## src/rcpwm_pkg.sv

```systemverilog
// constants and types of the remote carrier pwm control block
package rcpwm_pkg;

	// ------------------------------------------------------------
	// register byte offsets
	// ------------------------------------------------------------
	localparam logic [7:0] RCPWM_OFF_CLK    = 8'h00;
	localparam logic [7:0] RCPWM_OFF_CTRL   = 8'h04;
	localparam logic [7:0] RCPWM_OFF_DCNT   = 8'h08;
	localparam logic [7:0] RCPWM_OFF_APLEN  = 8'h0c;
	localparam logic [7:0] RCPWM_OFF_DBLEN  = 8'h10;
	localparam logic [7:0] RCPWM_OFF_STAT   = 8'h14;
	localparam logic [7:0] RCPWM_OFF_CARR   = 8'h18;
	localparam logic [7:0] RCPWM_OFF_CARREN = 8'h1c;

	// ------------------------------------------------------------
	// field positions
	// ------------------------------------------------------------
	localparam int RCPWM_CLK_SRC_LSB  = 0;
	localparam int RCPWM_CLK_DIV_LSB  = 4;
	localparam int RCPWM_CLK_KEEP_BIT = 8;
	localparam int RCPWM_CTL_EN_BIT   = 0;
	localparam int RCPWM_CTL_SWR_BIT  = 1;
	localparam int RCPWM_CTL_ONE_BIT  = 2;
	localparam int RCPWM_CTL_BUF_BIT  = 3;
	localparam int RCPWM_CTL_INV_BIT  = 4;
	localparam int RCPWM_CTL_RUN_BIT  = 8;
	localparam int RCPWM_CTL_PRE_BIT  = 9;
	localparam int RCPWM_ST_PULSE_MATCH_FLAG_BIT  = 0;
	localparam int RCPWM_ST_CYCLE_MATCH_FLAG_BIT  = 1;
	localparam int RCPWM_ST_APBSY_BIT = 8;
	localparam int RCPWM_ST_DBBSY_BIT = 9;
	localparam int RCPWM_ST_RUN_BIT   = 10;
	localparam int RCPWM_CAR_PER_LSB  = 0;
	localparam int RCPWM_CAR_DTY_LSB  = 8;

	// ------------------------------------------------------------
	// clock sources and divider limits
	// ------------------------------------------------------------
	localparam logic [1:0] RCPWM_SRC_INTERNAL_OSCILLATOR   = 2'h0;
	localparam logic [1:0] RCPWM_SRC_LOW_SPEED_CRYSTAL     = 2'h1;
	localparam logic [1:0] RCPWM_SRC_HIGH_SPEED_OSCILLATOR = 2'h2;
	localparam logic [1:0] RCPWM_SRC_EXTERNAL_CLOCK_INPUT  = 2'h3;
	localparam logic [3:0] RCPWM_DIV_LOW_SPEED_MAX         = 4'h8;
	localparam logic [3:0] RCPWM_DIV_NONE                  = 4'h0;
	localparam int         RCPWM_PRESCALE_W                = 15;

	// ------------------------------------------------------------
	// reset values
	// ------------------------------------------------------------
	localparam logic [15:0] RCPWM_RST_LEN  = 16'h0000;
	localparam logic [15:0] RCPWM_RST_DCNT = 16'h0000;
	localparam logic [7:0]  RCPWM_RST_CCNT = 8'h00;
	localparam logic [7:0]  RCPWM_RST_CAR  = 8'h00;

	// ------------------------------------------------------------
	// grouped configuration
	// ------------------------------------------------------------
	typedef struct packed {
		logic       debug_clock_keep;
		logic [3:0] clock_divider_sel;
		logic [1:0] clock_source_sel;
	} rcpwm_clk_cfg_t;

	typedef struct packed {
		logic output_invert;
		logic compare_buffer_enable;
		logic oneshot_select;
		logic module_enable;
	} rcpwm_ctrl_t;

	localparam rcpwm_clk_cfg_t RCPWM_RST_CLK_CFG = '0;
	localparam rcpwm_ctrl_t    RCPWM_RST_CTRL    = '0;

endpackage
```

## src/rcpwm_ctrl.sv

```systemverilog
// remote carrier pwm control: ahb-lite registers, clock divider, counters, output
//
// What this block does
// - debug_clock_keep 1 keeps operating clock in debug mode; 0 withholds it.
// - clock_source_sel picks internal, low-speed crystal, high-speed or external source.
// - divider n divides by 2**n; low-speed up to 1/256, external 1/1 only.
// - unimplemented clock sources cannot be written into clock_source_sel.
// - clock control writes take effect only while module_enable is 0.
// - counter reset bit clears both counters, reads 1 until done, self-clears.
// - counter_run 1 starts, 0 stops both counters; reads back running state.
// - one-shot cycle match clears counter_run automatically.
// - output_invert 1 inverts the pin, 0 passes it straight.
// - compare_buffer_enable switches buffers; keep 0 on first length writes.
// - oneshot_select 1 is one-shot, 0 is repeat mode.
// - software_reset clears counters and flags, reads 1 while busy, self-clears.
// - module_enable gates the operating clock and enables operation.
// - data_counter_value reads live counter, resets 0, cleared by software reset.
// - pin active from count zero until count exceeds active pulse length.
// - data cycle runs from zero until count exceeds data cycle length.
// - length register writes accepted only while module_enable is 1.
// - status shows running bit and two busy flags valid with buffers on.
// - match flags clear on write 1 or software reset; write 0 ignored.
// - pin is carrier AND data signal, then optional inversion.
// - carrier toggles on duty match, again on period match, counter to zero.
// - buffers load on cycle match; busy sets on write, clears on transfer.
// - repeat runs until stopped; one-shot stops at data length match.
//
// Our own choices: the address map and the AHB-Lite interface to the registers.
`timescale 1ns/1ns

module rcpwm_ctrl
	import rcpwm_pkg::*;
#(
	parameter logic [3:0] SRC_IMPLEMENTED = 4'hf
) (
	// clock and reset
	input  wire logic        hclk,
	input  wire logic        hresetn,
	// ahb-lite slave
	input  wire logic        hsel,
	input  wire logic [31:0] haddr,
	input  wire logic [1:0]  htrans,
	input  wire logic        hwrite,
	input  wire logic [2:0]  hsize,
	input  wire logic [31:0] hwdata,
	input  wire logic        hready,
	output logic             hreadyout,
	output logic             hresp,
	output logic      [31:0] hrdata,
	// clock sources, one-cycle tick per source edge
	input  wire logic [3:0]  src_tick,
	input  wire logic        debug_mode,
	// pin
	output logic             modulated_output_pin
);

	// ------------------------------------------------------------
	// decoding helpers
	// ------------------------------------------------------------
	// effective division exponent for a source
	function automatic logic [3:0] eff_div(input logic [1:0] src, input logic [3:0] div);
		logic [3:0] n;
		n = div;
		if (src == RCPWM_SRC_LOW_SPEED_CRYSTAL && div > RCPWM_DIV_LOW_SPEED_MAX) begin
			n = RCPWM_DIV_NONE;
		end
		if (src == RCPWM_SRC_EXTERNAL_CLOCK_INPUT) begin
			n = RCPWM_DIV_NONE;
		end
		return n;
	endfunction

	function automatic logic hit(input logic [7:0] a, input logic [7:0] off);
		return a == off;
	endfunction

	// ------------------------------------------------------------
	// state
	// ------------------------------------------------------------
	rcpwm_clk_cfg_t                clk_cfg;
	rcpwm_ctrl_t                   ctrl;
	logic                          counter_run;
	logic                          counter_reset_pend;
	logic                          software_reset;
	logic [15:0]                   active_pulse_length;
	logic [15:0]                   data_cycle_length;
	logic [15:0]                   ap_buf;
	logic [15:0]                   db_buf;
	logic                          pulse_length_busy;
	logic                          cycle_length_busy;
	logic                          pulse_match_flag;
	logic                          cycle_match_flag;
	logic [15:0]                   data_counter_value;
	logic [7:0]                    carrier_counter;
	logic [7:0]                    carrier_duty_value;
	logic [7:0]                    carrier_period_value;
	logic                          carrier_enable;
	logic [RCPWM_PRESCALE_W-1:0]   prescale;
	logic                          dph_valid;
	logic                          dph_write;
	logic [7:0]                    dph_addr;

	logic                          clk_gate;
	logic                          div_hit;
	logic                          op_tick;
	logic [RCPWM_PRESCALE_W-1:0]   div_mask;
	logic [15:0]                   ap_cmp;
	logic [15:0]                   db_cmp;
	logic                          count_step;
	logic                          ap_match;
	logic                          db_match;
	logic                          data_sig;
	logic                          carrier_sig;
	logic                          wr_clk;
	logic                          wr_ctrl;
	logic                          wr_ap;
	logic                          wr_db;
	logic                          wr_stat;
	logic                          wr_carr;
	logic                          wr_carren;
	logic [15:0]                   wd;

	// ------------------------------------------------------------
	// ahb-lite slave: zero wait states, always okay
	// ------------------------------------------------------------
	assign hreadyout = 1'b1;
	assign hresp     = 1'b0;

	always_ff @(posedge hclk or negedge hresetn) begin
		if (!hresetn) begin
			dph_valid <= 1'b0;
			dph_write <= 1'b0;
			dph_addr  <= 8'h00;
		end else if (hready) begin
			dph_valid <= hsel && htrans[1];
			dph_write <= hwrite;
			dph_addr  <= haddr[7:0];
		end
	end

	assign wd        = hwdata[15:0];
	assign wr_clk    = dph_valid && dph_write && hit(dph_addr, RCPWM_OFF_CLK);
	assign wr_ctrl   = dph_valid && dph_write && hit(dph_addr, RCPWM_OFF_CTRL);
	assign wr_ap     = dph_valid && dph_write && hit(dph_addr, RCPWM_OFF_APLEN);
	assign wr_db     = dph_valid && dph_write && hit(dph_addr, RCPWM_OFF_DBLEN);
	assign wr_stat   = dph_valid && dph_write && hit(dph_addr, RCPWM_OFF_STAT);
	assign wr_carr   = dph_valid && dph_write && hit(dph_addr, RCPWM_OFF_CARR);
	assign wr_carren = dph_valid && dph_write && hit(dph_addr, RCPWM_OFF_CARREN);

	// read mux over register flops; unmapped reads give zero
	// reserved bits zero
	always_comb begin
		hrdata = 32'h0000_0000;
		if (dph_valid && !dph_write) begin
			if (hit(dph_addr, RCPWM_OFF_CLK)) begin
				hrdata[RCPWM_CLK_KEEP_BIT]                  = clk_cfg.debug_clock_keep;
				hrdata[RCPWM_CLK_DIV_LSB +: 4]              = clk_cfg.clock_divider_sel;
				hrdata[RCPWM_CLK_SRC_LSB +: 2]              = clk_cfg.clock_source_sel;
			end
			if (hit(dph_addr, RCPWM_OFF_CTRL)) begin
				hrdata[RCPWM_CTL_PRE_BIT] = counter_reset_pend;
				hrdata[RCPWM_CTL_RUN_BIT] = counter_run;
				hrdata[RCPWM_CTL_INV_BIT] = ctrl.output_invert;
				hrdata[RCPWM_CTL_BUF_BIT] = ctrl.compare_buffer_enable;
				hrdata[RCPWM_CTL_ONE_BIT] = ctrl.oneshot_select;
				hrdata[RCPWM_CTL_SWR_BIT] = software_reset;
				hrdata[RCPWM_CTL_EN_BIT]  = ctrl.module_enable;
			end
			if (hit(dph_addr, RCPWM_OFF_DCNT)) begin
				hrdata[15:0] = data_counter_value;
			end
			if (hit(dph_addr, RCPWM_OFF_APLEN)) begin
				hrdata[15:0] = active_pulse_length;
			end
			if (hit(dph_addr, RCPWM_OFF_DBLEN)) begin
				hrdata[15:0] = data_cycle_length;
			end
			if (hit(dph_addr, RCPWM_OFF_STAT)) begin
				hrdata[RCPWM_ST_RUN_BIT]   = counter_run;
				hrdata[RCPWM_ST_DBBSY_BIT] = cycle_length_busy;
				hrdata[RCPWM_ST_APBSY_BIT] = pulse_length_busy;
				hrdata[RCPWM_ST_CYCLE_MATCH_FLAG_BIT]  = cycle_match_flag;
				hrdata[RCPWM_ST_PULSE_MATCH_FLAG_BIT]  = pulse_match_flag;
			end
			if (hit(dph_addr, RCPWM_OFF_CARR)) begin
				hrdata[RCPWM_CAR_DTY_LSB +: 8] = carrier_duty_value;
				hrdata[RCPWM_CAR_PER_LSB +: 8] = carrier_period_value;
			end
			if (hit(dph_addr, RCPWM_OFF_CARREN)) begin
				hrdata[0] = carrier_enable;
			end
		end
	end

	// ------------------------------------------------------------
	// clock control register
	// ------------------------------------------------------------
	always_ff @(posedge hclk or negedge hresetn) begin
		if (!hresetn) begin
			clk_cfg <= RCPWM_RST_CLK_CFG;
		end else if (wr_clk && !ctrl.module_enable) begin
			clk_cfg.debug_clock_keep  <= wd[RCPWM_CLK_KEEP_BIT];
			clk_cfg.clock_divider_sel <= wd[RCPWM_CLK_DIV_LSB +: 4];
			if (SRC_IMPLEMENTED[wd[RCPWM_CLK_SRC_LSB +: 2]]) begin
				clk_cfg.clock_source_sel <= wd[RCPWM_CLK_SRC_LSB +: 2];
			end
		end
	end

	// ------------------------------------------------------------
	// operating clock enable
	// ------------------------------------------------------------
	// debug clock gate
	assign clk_gate = ctrl.module_enable && !software_reset &&
		!(debug_mode && !clk_cfg.debug_clock_keep) &&
		src_tick[clk_cfg.clock_source_sel];

	assign div_mask = RCPWM_PRESCALE_W'((1 << eff_div(clk_cfg.clock_source_sel,
		clk_cfg.clock_divider_sel)) - 1);
	assign div_hit  = &(prescale | ~div_mask);
	assign op_tick  = clk_gate && div_hit;

	always_ff @(posedge hclk or negedge hresetn) begin
		if (!hresetn) begin
			prescale <= '0;
		end else if (!ctrl.module_enable) begin
			prescale <= '0;
		end else if (clk_gate) begin
			prescale <= prescale + 1'b1;
		end
	end

	// ------------------------------------------------------------
	// counter control register
	// ------------------------------------------------------------
	always_ff @(posedge hclk or negedge hresetn) begin
		if (!hresetn) begin
			ctrl <= RCPWM_RST_CTRL;
		end else if (wr_ctrl) begin
			ctrl.output_invert         <= wd[RCPWM_CTL_INV_BIT];
			ctrl.compare_buffer_enable <= wd[RCPWM_CTL_BUF_BIT];
			ctrl.oneshot_select        <= wd[RCPWM_CTL_ONE_BIT];
			ctrl.module_enable         <= wd[RCPWM_CTL_EN_BIT];
		end
	end

	// software reset lasts one cycle then self-clears
	always_ff @(posedge hclk or negedge hresetn) begin
		if (!hresetn) begin
			software_reset <= 1'b0;
		end else begin
			software_reset <= wr_ctrl && wd[RCPWM_CTL_SWR_BIT];
		end
	end

	// counter reset request, cleared on completion or software reset
	always_ff @(posedge hclk or negedge hresetn) begin
		if (!hresetn) begin
			counter_reset_pend <= 1'b0;
		end else if (software_reset) begin
			counter_reset_pend <= 1'b0;
		end else if (wr_ctrl && wd[RCPWM_CTL_PRE_BIT] && ctrl.module_enable) begin
			counter_reset_pend <= 1'b1;
		end else if (op_tick) begin
			counter_reset_pend <= 1'b0;
		end
	end

	// run bit: start, stop, reads running
	always_ff @(posedge hclk or negedge hresetn) begin
		if (!hresetn) begin
			counter_run <= 1'b0;
		end else if (software_reset) begin
			counter_run <= 1'b0;
		end else if (wr_ctrl && ctrl.module_enable) begin
			counter_run <= wd[RCPWM_CTL_RUN_BIT];
		end else if (db_match && ctrl.oneshot_select) begin
			counter_run <= 1'b0;
		end
	end

	// ------------------------------------------------------------
	// length registers and compare buffers
	// ------------------------------------------------------------
	// writes only while enabled
	always_ff @(posedge hclk or negedge hresetn) begin
		if (!hresetn) begin
			active_pulse_length <= RCPWM_RST_LEN;
		end else if (wr_ap && ctrl.module_enable && !pulse_length_busy) begin
			active_pulse_length <= wd;
		end
	end

	always_ff @(posedge hclk or negedge hresetn) begin
		if (!hresetn) begin
			data_cycle_length <= RCPWM_RST_LEN;
		end else if (wr_db && ctrl.module_enable && !cycle_length_busy) begin
			data_cycle_length <= wd;
		end
	end

	// buffers track registers when off, load on cycle match when on
	always_ff @(posedge hclk or negedge hresetn) begin
		if (!hresetn) begin
			ap_buf <= RCPWM_RST_LEN;
			db_buf <= RCPWM_RST_LEN;
		end else if (!ctrl.compare_buffer_enable || db_match) begin
			ap_buf <= active_pulse_length;
			db_buf <= data_cycle_length;
		end
	end

	// busy set on write, cleared on transfer; a write landing in the transfer cycle wins
	always_ff @(posedge hclk or negedge hresetn) begin
		if (!hresetn) begin
			pulse_length_busy <= 1'b0;
			cycle_length_busy <= 1'b0;
		end else if (!ctrl.compare_buffer_enable) begin
			pulse_length_busy <= 1'b0;
			cycle_length_busy <= 1'b0;
		end else begin
			if (wr_ap && ctrl.module_enable && !pulse_length_busy) begin
				pulse_length_busy <= 1'b1;
			end else if (db_match) begin
				pulse_length_busy <= 1'b0;
			end
			if (wr_db && ctrl.module_enable && !cycle_length_busy) begin
				cycle_length_busy <= 1'b1;
			end else if (db_match) begin
				cycle_length_busy <= 1'b0;
			end
		end
	end

	assign ap_cmp = ctrl.compare_buffer_enable ? ap_buf : active_pulse_length;
	assign db_cmp = ctrl.compare_buffer_enable ? db_buf : data_cycle_length;

	// ------------------------------------------------------------
	// data and carrier counters
	// ------------------------------------------------------------
	assign count_step = op_tick && counter_run && !counter_reset_pend;
	assign ap_match   = count_step && (data_counter_value == ap_cmp);
	assign db_match   = count_step && (data_counter_value == db_cmp);

	always_ff @(posedge hclk or negedge hresetn) begin
		if (!hresetn) begin
			data_counter_value <= RCPWM_RST_DCNT;
		end else if (software_reset) begin
			data_counter_value <= RCPWM_RST_DCNT;
		end else if (op_tick && counter_reset_pend) begin
			data_counter_value <= RCPWM_RST_DCNT;
		end else if (db_match) begin
			data_counter_value <= RCPWM_RST_DCNT;
		end else if (count_step) begin
			data_counter_value <= data_counter_value + 16'h0001;
		end
	end

	always_ff @(posedge hclk or negedge hresetn) begin
		if (!hresetn) begin
			carrier_counter <= RCPWM_RST_CCNT;
		end else if (software_reset || (op_tick && counter_reset_pend)) begin
			carrier_counter <= RCPWM_RST_CCNT;
		end else if (count_step) begin
			if (carrier_counter == carrier_period_value) begin
				carrier_counter <= RCPWM_RST_CCNT;
			end else begin
				carrier_counter <= carrier_counter + 8'h01;
			end
		end
	end

	// ------------------------------------------------------------
	// match flags, write 1 to clear, set wins
	// ------------------------------------------------------------
	// flag clear
	always_ff @(posedge hclk or negedge hresetn) begin
		if (!hresetn) begin
			pulse_match_flag <= 1'b0;
			cycle_match_flag <= 1'b0;
		end else if (software_reset) begin
			pulse_match_flag <= 1'b0;
			cycle_match_flag <= 1'b0;
		end else begin
			if (ap_match) begin
				pulse_match_flag <= 1'b1;
			end else if (wr_stat && wd[RCPWM_ST_PULSE_MATCH_FLAG_BIT]) begin
				pulse_match_flag <= 1'b0;
			end
			if (db_match) begin
				cycle_match_flag <= 1'b1;
			end else if (wr_stat && wd[RCPWM_ST_CYCLE_MATCH_FLAG_BIT]) begin
				cycle_match_flag <= 1'b0;
			end
		end
	end

	// ------------------------------------------------------------
	// carrier registers
	// ------------------------------------------------------------
	always_ff @(posedge hclk or negedge hresetn) begin
		if (!hresetn) begin
			carrier_duty_value   <= RCPWM_RST_CAR;
			carrier_period_value <= RCPWM_RST_CAR;
			carrier_enable       <= 1'b0;
		end else begin
			if (wr_carr) begin
				carrier_duty_value   <= wd[RCPWM_CAR_DTY_LSB +: 8];
				carrier_period_value <= wd[RCPWM_CAR_PER_LSB +: 8];
			end
			if (wr_carren) begin
				carrier_enable <= wd[0];
			end
		end
	end

	// ------------------------------------------------------------
	// output pin
	// ------------------------------------------------------------
	// active from zero through pulse length
	assign data_sig    = counter_run && (data_counter_value <= ap_cmp);
	// high from zero through duty value
	assign carrier_sig = !carrier_enable || (carrier_counter <= carrier_duty_value);

	always_ff @(posedge hclk or negedge hresetn) begin
		if (!hresetn) begin
			modulated_output_pin <= 1'b0;
		end else begin
			modulated_output_pin <= (data_sig && carrier_sig) ^ ctrl.output_invert;
		end
	end

endmodule

```

## config.mk

```make
export PLATFORM = sky130hd
export DESIGN_NAME = rcpwm_ctrl
export DESIGN_NICKNAME = d
export VERILOG_FILES = /design/src/rcpwm_pkg.sv /design/src/rcpwm_ctrl.sv
export SDC_FILE = /design/constraint.sdc
export NUM_CORES = 1
export LEC_CHECK = 0
export CORE_MARGIN = 2
export CORE_UTILIZATION = 60
export DETAILED_ROUTE_END_ITERATION = 8
export DONT_BUFFER_PORTS = 1
export PLACE_DENSITY = 0.82
export SLEW_MARGIN = 15
export SYNTH_ARGS = -nofsm -noshare
export SYNTH_HDL_FRONTEND = slang
export SYNTH_SLANG_ARGS = --single-unit
```

## constraint.sdc

```tcl
create_clock -name hclk -period 6.5 [get_ports hclk]
set_input_delay 0.65 -clock hclk [delete_from_list [all_inputs] [get_ports hclk]]
set_output_delay 0.65 -clock hclk [all_outputs]
set_load 0.02 [all_outputs]
```

==> impl_metrics.py, run 1 <==
metrics = {
    "outcome": {
        "status": "completed",
    },
    "clock_tree": {
        "clockBufferDepth": 2,
        "clk_pin_slew_ns": 0.07,
        "cts_tree": "built",
        "cts.repair.resized": 0,
        "numCtsBuffers": 17,
        "insertion_delay_ns": 0.45,
        "cts_max_level": 4,
        "cts_hold_buf": 1,
        "cts_post_setup_buffers_inserted": 0,
        "cts_root_buf": "clkbuf_16",
        "cts.sinks": 149,
    },
    "detailed_routing": {
        "drc_errors": 0,
        "vias": 7073,
        "drt_iter0_drc": 758,
        "viasPerCell": 6.77,
        "dr.pass1.iters": 5,
        "antenna_left": 0,
        "drt-total-wl_um": 23400,
        "drt-wirelength-per-cell_um": 22.4,
    },
    "placed_design": {
        "io_buffers": 0,
        "place_area_mm2": 0.00896,
        "gp_congestion": 0.938,
        "dp_hpwl_um": 15500,
        "pre_cts_slack_ns": 1.47,
    },
    "floorplanning": {
        "ioPinCount": 114,
        "die_x_um": 127,
        "core_mm2": 0.0146,
        "die-area_mm2": 0.0160,
        "die_h_um": 127,
        "num_rows": 44,
        "initial_core_util_pct": 61.8,
    },
    "yosys": {
        "netlist_area_mm2": 0.00902,
        "ys_warn_count": 0,
        "synth_edf_count": 0,
        "synth_top_area_share_pct": 41.3,
        "synthCells": 882,
        "synthTopCellsByArea": "dfrtp_1 41%, mux2_2 7.7%, mux2_4 5.0%",
        "async_flop_share_pct": 100,
        "syn_avg_cell_area_um2": 10.2,
        "yosysMostFrequentCell": "dfrtp_1",
        "synth_top_area_cell": "dfrtp_1",
        "synth_ff_type": "dfrtp_1",
        "synth_seq_cells": 149,
        "synth_cell_type_count": 70,
        "synth_common_cells": "149 x dfrtp_1, 64 x o21ai_0, 62 x mux2_2",
        "yosysSeqAreaShare_pct": 41.3,
    },
    "cells_and_area": {
        "drive_gt1_share_pct": 17.4,
        "syn2layout_area_growth_pct": 5.96,
        "fill_cells": 1105,
        "multiInputGateArea_mm2": 0.00486,
        "ff_latch_area_mm2": 0.00373,
        "stdcell_area_mm2": 0.00956,
        "layout.nets": 954,
        "finish.utilization_pct": 65.5,
    },
    "power": {
        "combPwrFrac_pct": 8.9,
        "switchingPower_uw": 589,
        "finalPower_mw": 2.14,
        "p_int_mw": 1.55,
        "pwr_density_cell_mw_per_mm2": 224,
        "seqPwrFrac_pct": 46.0,
        "pwr-share-clk_pct": 45.1,
        "swShare_pct": 27.5,
        "ir_worst_vdd_uv": 199,
        "cellLeakagePower_nw": 4.30,
    },
    "timing": {
        "rsz0062_at_grt": "false",
        "slew_headroom_pct": 29.8,
        "final.min_clock_period_ns": 5.22,
        "finalCritPeriodShare_pct": 80.3,
        "worst_pin_slew_ns": 1.05,
        "setup_violations": 0,
        "maxSlewViolCount": 0,
        "tns_ns": 0,
        "hold_viol_final": 0,
        "setup_ws_ns": 1.28,
        "fmax_mhz": 192,
        "skew_ns": 0.0114,
    },
    "worst_setup_path": {
        "crit_fanout": 30,
        "regToRegSetupSlack_ns": 1.28,
        "reg2reg_to": "db_buf[1]",
        "cp.arrival_ns": 5.55,
        "start_kind": "register",
        "crit_type": "reg -> reg",
        "r2r_cells": 12,
        "cp_data_required_time_ns": 6.83,
        "worst_setup_path_end_kind": "register",
        "worstReg2RegStart": "clk_cfg[3]",
    },
    "global_routing": {
        "antenna_found_initial": 1,
        "grt_pass1_wl_um": 37500,
        "grt_pass1_vias": 6754,
        "grt_usage_pct": 30.1,
        "grt_max_degree": 150,
        "grt-ovfl-total": 0,
    },
    "job": {
        "drv_cap": 0,
    },
    "worst_hold_path": {
        "hold_path.class": "in -> async",
    },
}
registers in the layout, summed over array words and instances (netlist names), 4 cells and up:
name                  count
db_buf                   16
carrier_duty_value        8
active_pulse_length      16
clk_cfg                   7
data_cycle_length        16
dph_addr                  8
prescale                 15
carrier_period_value      8
ctrl                      4
ap_buf                   16
data_counter_value       16
carrier_counter           8
cells by family (layout without fill, tap and decap cells):
| family | Yosys count | after routing | synth area share, % |
|---|---|---|---|
| xor gates and xnor gates | 35 | 35 | 3.40 |
| AOI/OAI and AO/OA | 201 | 201 | 14.6 |
| DFF | 149 | 149 | 41.3 |
| adders and majority gates | 28 | 28 | 3.88 |
| muxes | 125 | 125 | 16.5 |
| and+or+nand+nor | 240 | 240 | 14.5 |
| buffers and inverters | 102 | 64 | 5.71 |
| other | 2 | 19 | 0.0832 |
layer usage:
layer  global-route usage (%)  part of all wire [%]  up-vias
li1                         -                     -     3148
met2                     45.7                    46      420
met1                     40.6                    41     3450
met5                        0                     0        -
met3                     7.93                    10       55
met4                     13.9                   3.3        0
worst max-delay path: stages (launching register included):
cell	delay [ns]
dfrtp_1	0.59
nor4_1	0.57
o22ai_1	0.22
inv_1	0.11
ha_1	0.39
nand2b_1	0.19
o31a_1	0.13
nor3_1	0.05
or4_4	0.59
or3_1	0.81
o31ai_4	0.46
buf_4	0.56
mux2_2	0.40
how the worst max path moves through the flow:
stage / startpoint / to / cells past startpoint
2_1_floorplan: clk_cfg[3] / ap_buf[0] / 15
6_report: clk_cfg[3] / db_buf[1] / 12
5_1_grt: clk_cfg[4] / db_buf[1] / 12
4_1_cts: clk_cfg[4] / db_buf[1] / 12
3_3_place_gp: clk_cfg[3] / db_buf[1] / 12
3_5_place_dp: clk_cfg[3] / db_buf[1] / 12
final cells by class:
cell class / instances / share of cell area, %
sequential: 149 / 39.0
tap: 184 / 2.41
inverter: 24 / 0.942
clock inverter: 15 / 1.53
antenna: 1 / 0.0262
multi-input combinational: 647 / 50.8
timing repair buffer: 8 / 0.838
clock buffer: 17 / 4.45
per-stage QoR:
| stage | hold WS (ns) | instances |
|---|---|---|
| CTS | 0.252 | 1044 |
| floorplan | 0.354 | 898 |
| finish | 0.150 | 1045 |
| detailed placement | 0.364 | 1011 |
| global placement | 0.365 | 1011 |
| global route | 0.274 | 1044 |
power by group through the flow:
stage | registers (mW) | clock network [mW] | logic (mW)
2_1_floorplan | 0.982 | 0 | 0.158
3_3_place_gp | 0.999 | 0 | 0.161
3_5_place_dp | 1.00 | 0 | 0.165
4_1_cts | 0.983 | 0.974 | 0.187
5_1_grt | 0.988 | 1.01 | 0.209
6_report | 0.985 | 0.965 | 0.190
placed cells by master (no fill, tap or decap), types with 3 or more instances in the layout:
| cell | Yosys | layout |
|---|---|---|
| clkinvlp_4 | 0 | 3 |
| a21oi_1 | 40 | 40 |
| ha_1 | 28 | 28 |
| a21boi_0 | 5 | 5 |
| a22oi_1 | 13 | 13 |
| clkinv_4 | 0 | 5 |
| mux2_4 | 30 | 30 |
| nor2_1 | 29 | 28 |
| nand2b_1 | 7 | 7 |
| and3_1 | 15 | 15 |
| buf_4 | 19 | 7 |
| o211ai_1 | 3 | 3 |
| xnor2_1 | 19 | 19 |
| nor2b_1 | 13 | 13 |
| a222oi_1 | 12 | 12 |
| a31oi_1 | 4 | 4 |
| mux2_2 | 62 | 62 |
| nand3_1 | 26 | 26 |
| nor4_1 | 7 | 6 |
| and2_1 | 14 | 14 |
| nand3b_1 | 4 | 4 |
| o21ai_1 | 3 | 3 |
| o21a_1 | 4 | 4 |
| conb_1 | 2 | 18 |
| or3_1 | 5 | 5 |
| nand4_1 | 31 | 31 |
| nor3_1 | 14 | 14 |
| clkbuf_16 | 0 | 17 |
| o31ai_1 | 18 | 18 |
| inv_1 | 24 | 24 |
| a21o_1 | 6 | 6 |
| nand2_1 | 56 | 56 |
| o21ai_0 | 64 | 64 |
| xor2_1 | 16 | 16 |
| nor3b_1 | 5 | 5 |
| o41ai_1 | 9 | 9 |
| mux2i_1 | 32 | 32 |
| dfrtp_1 | 149 | 148 |
Power figures use the tool's default switching activity.
==> inputs of run 2 (changes only) <==
==> constraint.sdc (replaced) <==
create_clock -name hclk -period 5.1 [get_ports hclk]
set_input_delay 0.51 -clock hclk [delete_from_list [all_inputs] [get_ports hclk]]
set_output_delay 0.51 -clock hclk [all_outputs]
set_load 0.02 [all_outputs]
==> run 2 against run 1 <==
Against the previous run: cell count up 0.38%; wire length is 3.1% higher; die area unchanged; combinational power grew 31%; non-clock buffer count is 7 higher; via count increased by 1.4%; sequential share of layout area fell by 0.43 points; first-iteration DRC count is 17% higher; fmax rose by 17%; sequential power grew 28%; worst hold slack got worse by 0.065 ns; flip-flop and latch count unchanged.
==> impl_metrics.py, run 2 (synthesis results as in run 1) <==
metrics = {
    "timing": {
        "skew_ns": 0.00980,
        "hold_viol_final": 0,
        "worst_pin_slew_ns": 0.969,
        "setup_ws_ns": 0.629,
        "slew_headroom_pct": 35.3,
        "setup_violations": 0,
        "fmax_mhz": 224,
        "maxSlewViolCount": 0,
        "rsz0062_at_grt": "false",
        "tns_ns": 0,
        "final.min_clock_period_ns": 4.47,
        "finalCritPeriodShare_pct": 87.7,
    },
    "placed_design": {
        "pre_cts_slack_ns": 0.737,
        "dp.cells": 1018,
        "io_buffers": 0,
        "gp_congestion": 0.932,
        "dp_hpwl_um": 15900,
        "place_area_mm2": 0.00902,
    },
    "worst_setup_path": {
        "worst-path-buf-inv": 2,
        "cp.depth": 12,
        "cp_data_required_time_ns": 5.41,
        "crit_chain": "nor4_1, o22ai_1, inv_1, ha_1, nand2b_1, o31a_1, nor3_1, or4_4, or3_1, o31ai_4, buf_12, mux2_2",
        "r2r_cells": 12,
        "cp.arrival_ns": 4.78,
        "start_kind": "register",
        "worst_setup_path_end_kind": "register",
        "crit_fanout": 32,
        "crit_type": "reg -> reg",
        "crit_slowest_cell": "nor4_1",
        "crit_family": "simple AND/OR/NAND/NOR gates",
        "reg2reg_to": "db_buf[0]",
        "worstReg2RegStart": "clk_cfg[4]",
        "cpPeakStageDelay_ns": 0.61,
        "regToRegSetupSlack_ns": 0.63,
    },
    "clock_tree": {
        "cts_post_setup_buffers_inserted": 0,
        "cts_max_level": 4,
        "clockBufferDepth": 2,
        "clk_pin_slew_ns": 0.06,
        "cts_root_buf": "clkbuf_16",
        "cts.sinks": 149,
        "insertion_delay_ns": 0.43,
        "numCtsBuffers": 17,
        "cts_tree": "built",
    },
    "cells_and_area": {
        "layout.nets": 961,
        "drive_gt1_share_pct": 17.7,
        "antenna_cells": 0,
        "syn2layout_area_growth_pct": 7.16,
        "finish.utilization_pct": 66.3,
        "multiInputGateArea_mm2": 0.00485,
        "mostFrequentLayoutCell": "dfrtp_1",
        "stdcell_area_mm2": 0.00967,
        "stdcell_count": 1049,
        "fill_cells": 1127,
        "mostFrequentLayoutCells": "148 x dfrtp_1, 64 x o21ai_0, 62 x mux2_2",
        "ff_latch_area_mm2": 0.00373,
    },
    "job": {
        "drv_cap": 0,
    },
    "detailed_routing": {
        "drc_errors": 0,
        "dr.pass1.iters": 5,
        "drt-total-wl_um": 24200,
        "vias": 7170,
        "drt-wirelength-per-cell_um": 23.0,
        "viasPerCell": 6.84,
        "drt_iter0_drc": 886,
        "antenna_left": 0,
    },
    "worst_hold_path": {
        "hold_path.class": "in -> async",
    },
    "outcome": {
        "status": "completed",
    },
    "floorplanning": {
        "num_rows": 44,
        "initial_core_util_pct": 61.8,
        "die-area_mm2": 0.0160,
        "die_x_um": 127,
        "ioPinCount": 114,
        "core_mm2": 0.0146,
        "die_h_um": 127,
    },
    "power": {
        "cellLeakagePower_nw": 4.36,
        "pwr_density_cell_mw_per_mm2": 293,
        "ir_worst_vdd_uv": 287,
    },
    "global_routing": {
        "grt_usage_pct": 31.1,
        "use_met1_pct": 41.3,
        "met3_usage_pct": 10.1,
        "grt_max_degree": 150,
        "grt_pass1_vias": 7146,
        "grt-ovfl-total": 0,
        "grt_use_met2_pct": 48.0,
        "grt_pass1_wl_um": 39100,
        "grt-busiest-layer": "met2",
        "antenna_found_initial": 0,
    },
}
## run 2: where the power goes
part           total [mW]  internal (mW)  switching (mW)  leakage (nW)
clock                1.33          0.829           0.501         0.299
sequential           1.26           1.21          0.0454          1.99
combinational       0.248         0.0884           0.160          2.07
total                2.84           2.13           0.706          4.36
## run 2: through the flow
| stage | hold slack (ns) | power [mW] |
|---|---|---|
| floorplan | 0.214 | 1.45 |
| global placement | 0.224 | 1.48 |
| CTS | 0.129 | 2.84 |
| finish | 0.0854 | 2.84 |
| detailed placement | 0.224 | 1.49 |
| global route | 0.0990 | 2.93 |
## run 2: worst max path at each step
stage | from | endpoint | slack, ns
2_1_floorplan | clk_cfg[3] | ap_buf[0] | 1.36
3_3_place_gp | clk_cfg[4] | db_buf[0] | 0.87
3_5_place_dp | clk_cfg[4] | db_buf[1] | 0.74
4_1_cts | clk_cfg[4] | db_buf[1] | 0.68
5_1_grt | clk_cfg[4] | db_buf[1] | 0.29
6_report | clk_cfg[4] | db_buf[0] | 0.63
## run 2: repair_timing
action,4_1_cts,5_1_grt
hold buffers,1,0
endpoints found under the hold margin,149,0
gates resized for setup,0,0
## run 2: layout make-up
cell class	count	share of cell area (%)
inverter	24	0.932
timing repair buffer	15	1.50
tap	184	2.38
clock buffer	19	4.58
sequential	149	38.6
clock inverter	11	1.82
multi-input combinational	647	50.2
## run 2: routing by layer
layer  part of all wire, %  vias to the layer above
met4                   2.4                        0
met1                    40                     3518
li1                      -                     3159
met3                    10                       67
met2                    48                      426
met5                     0                        -
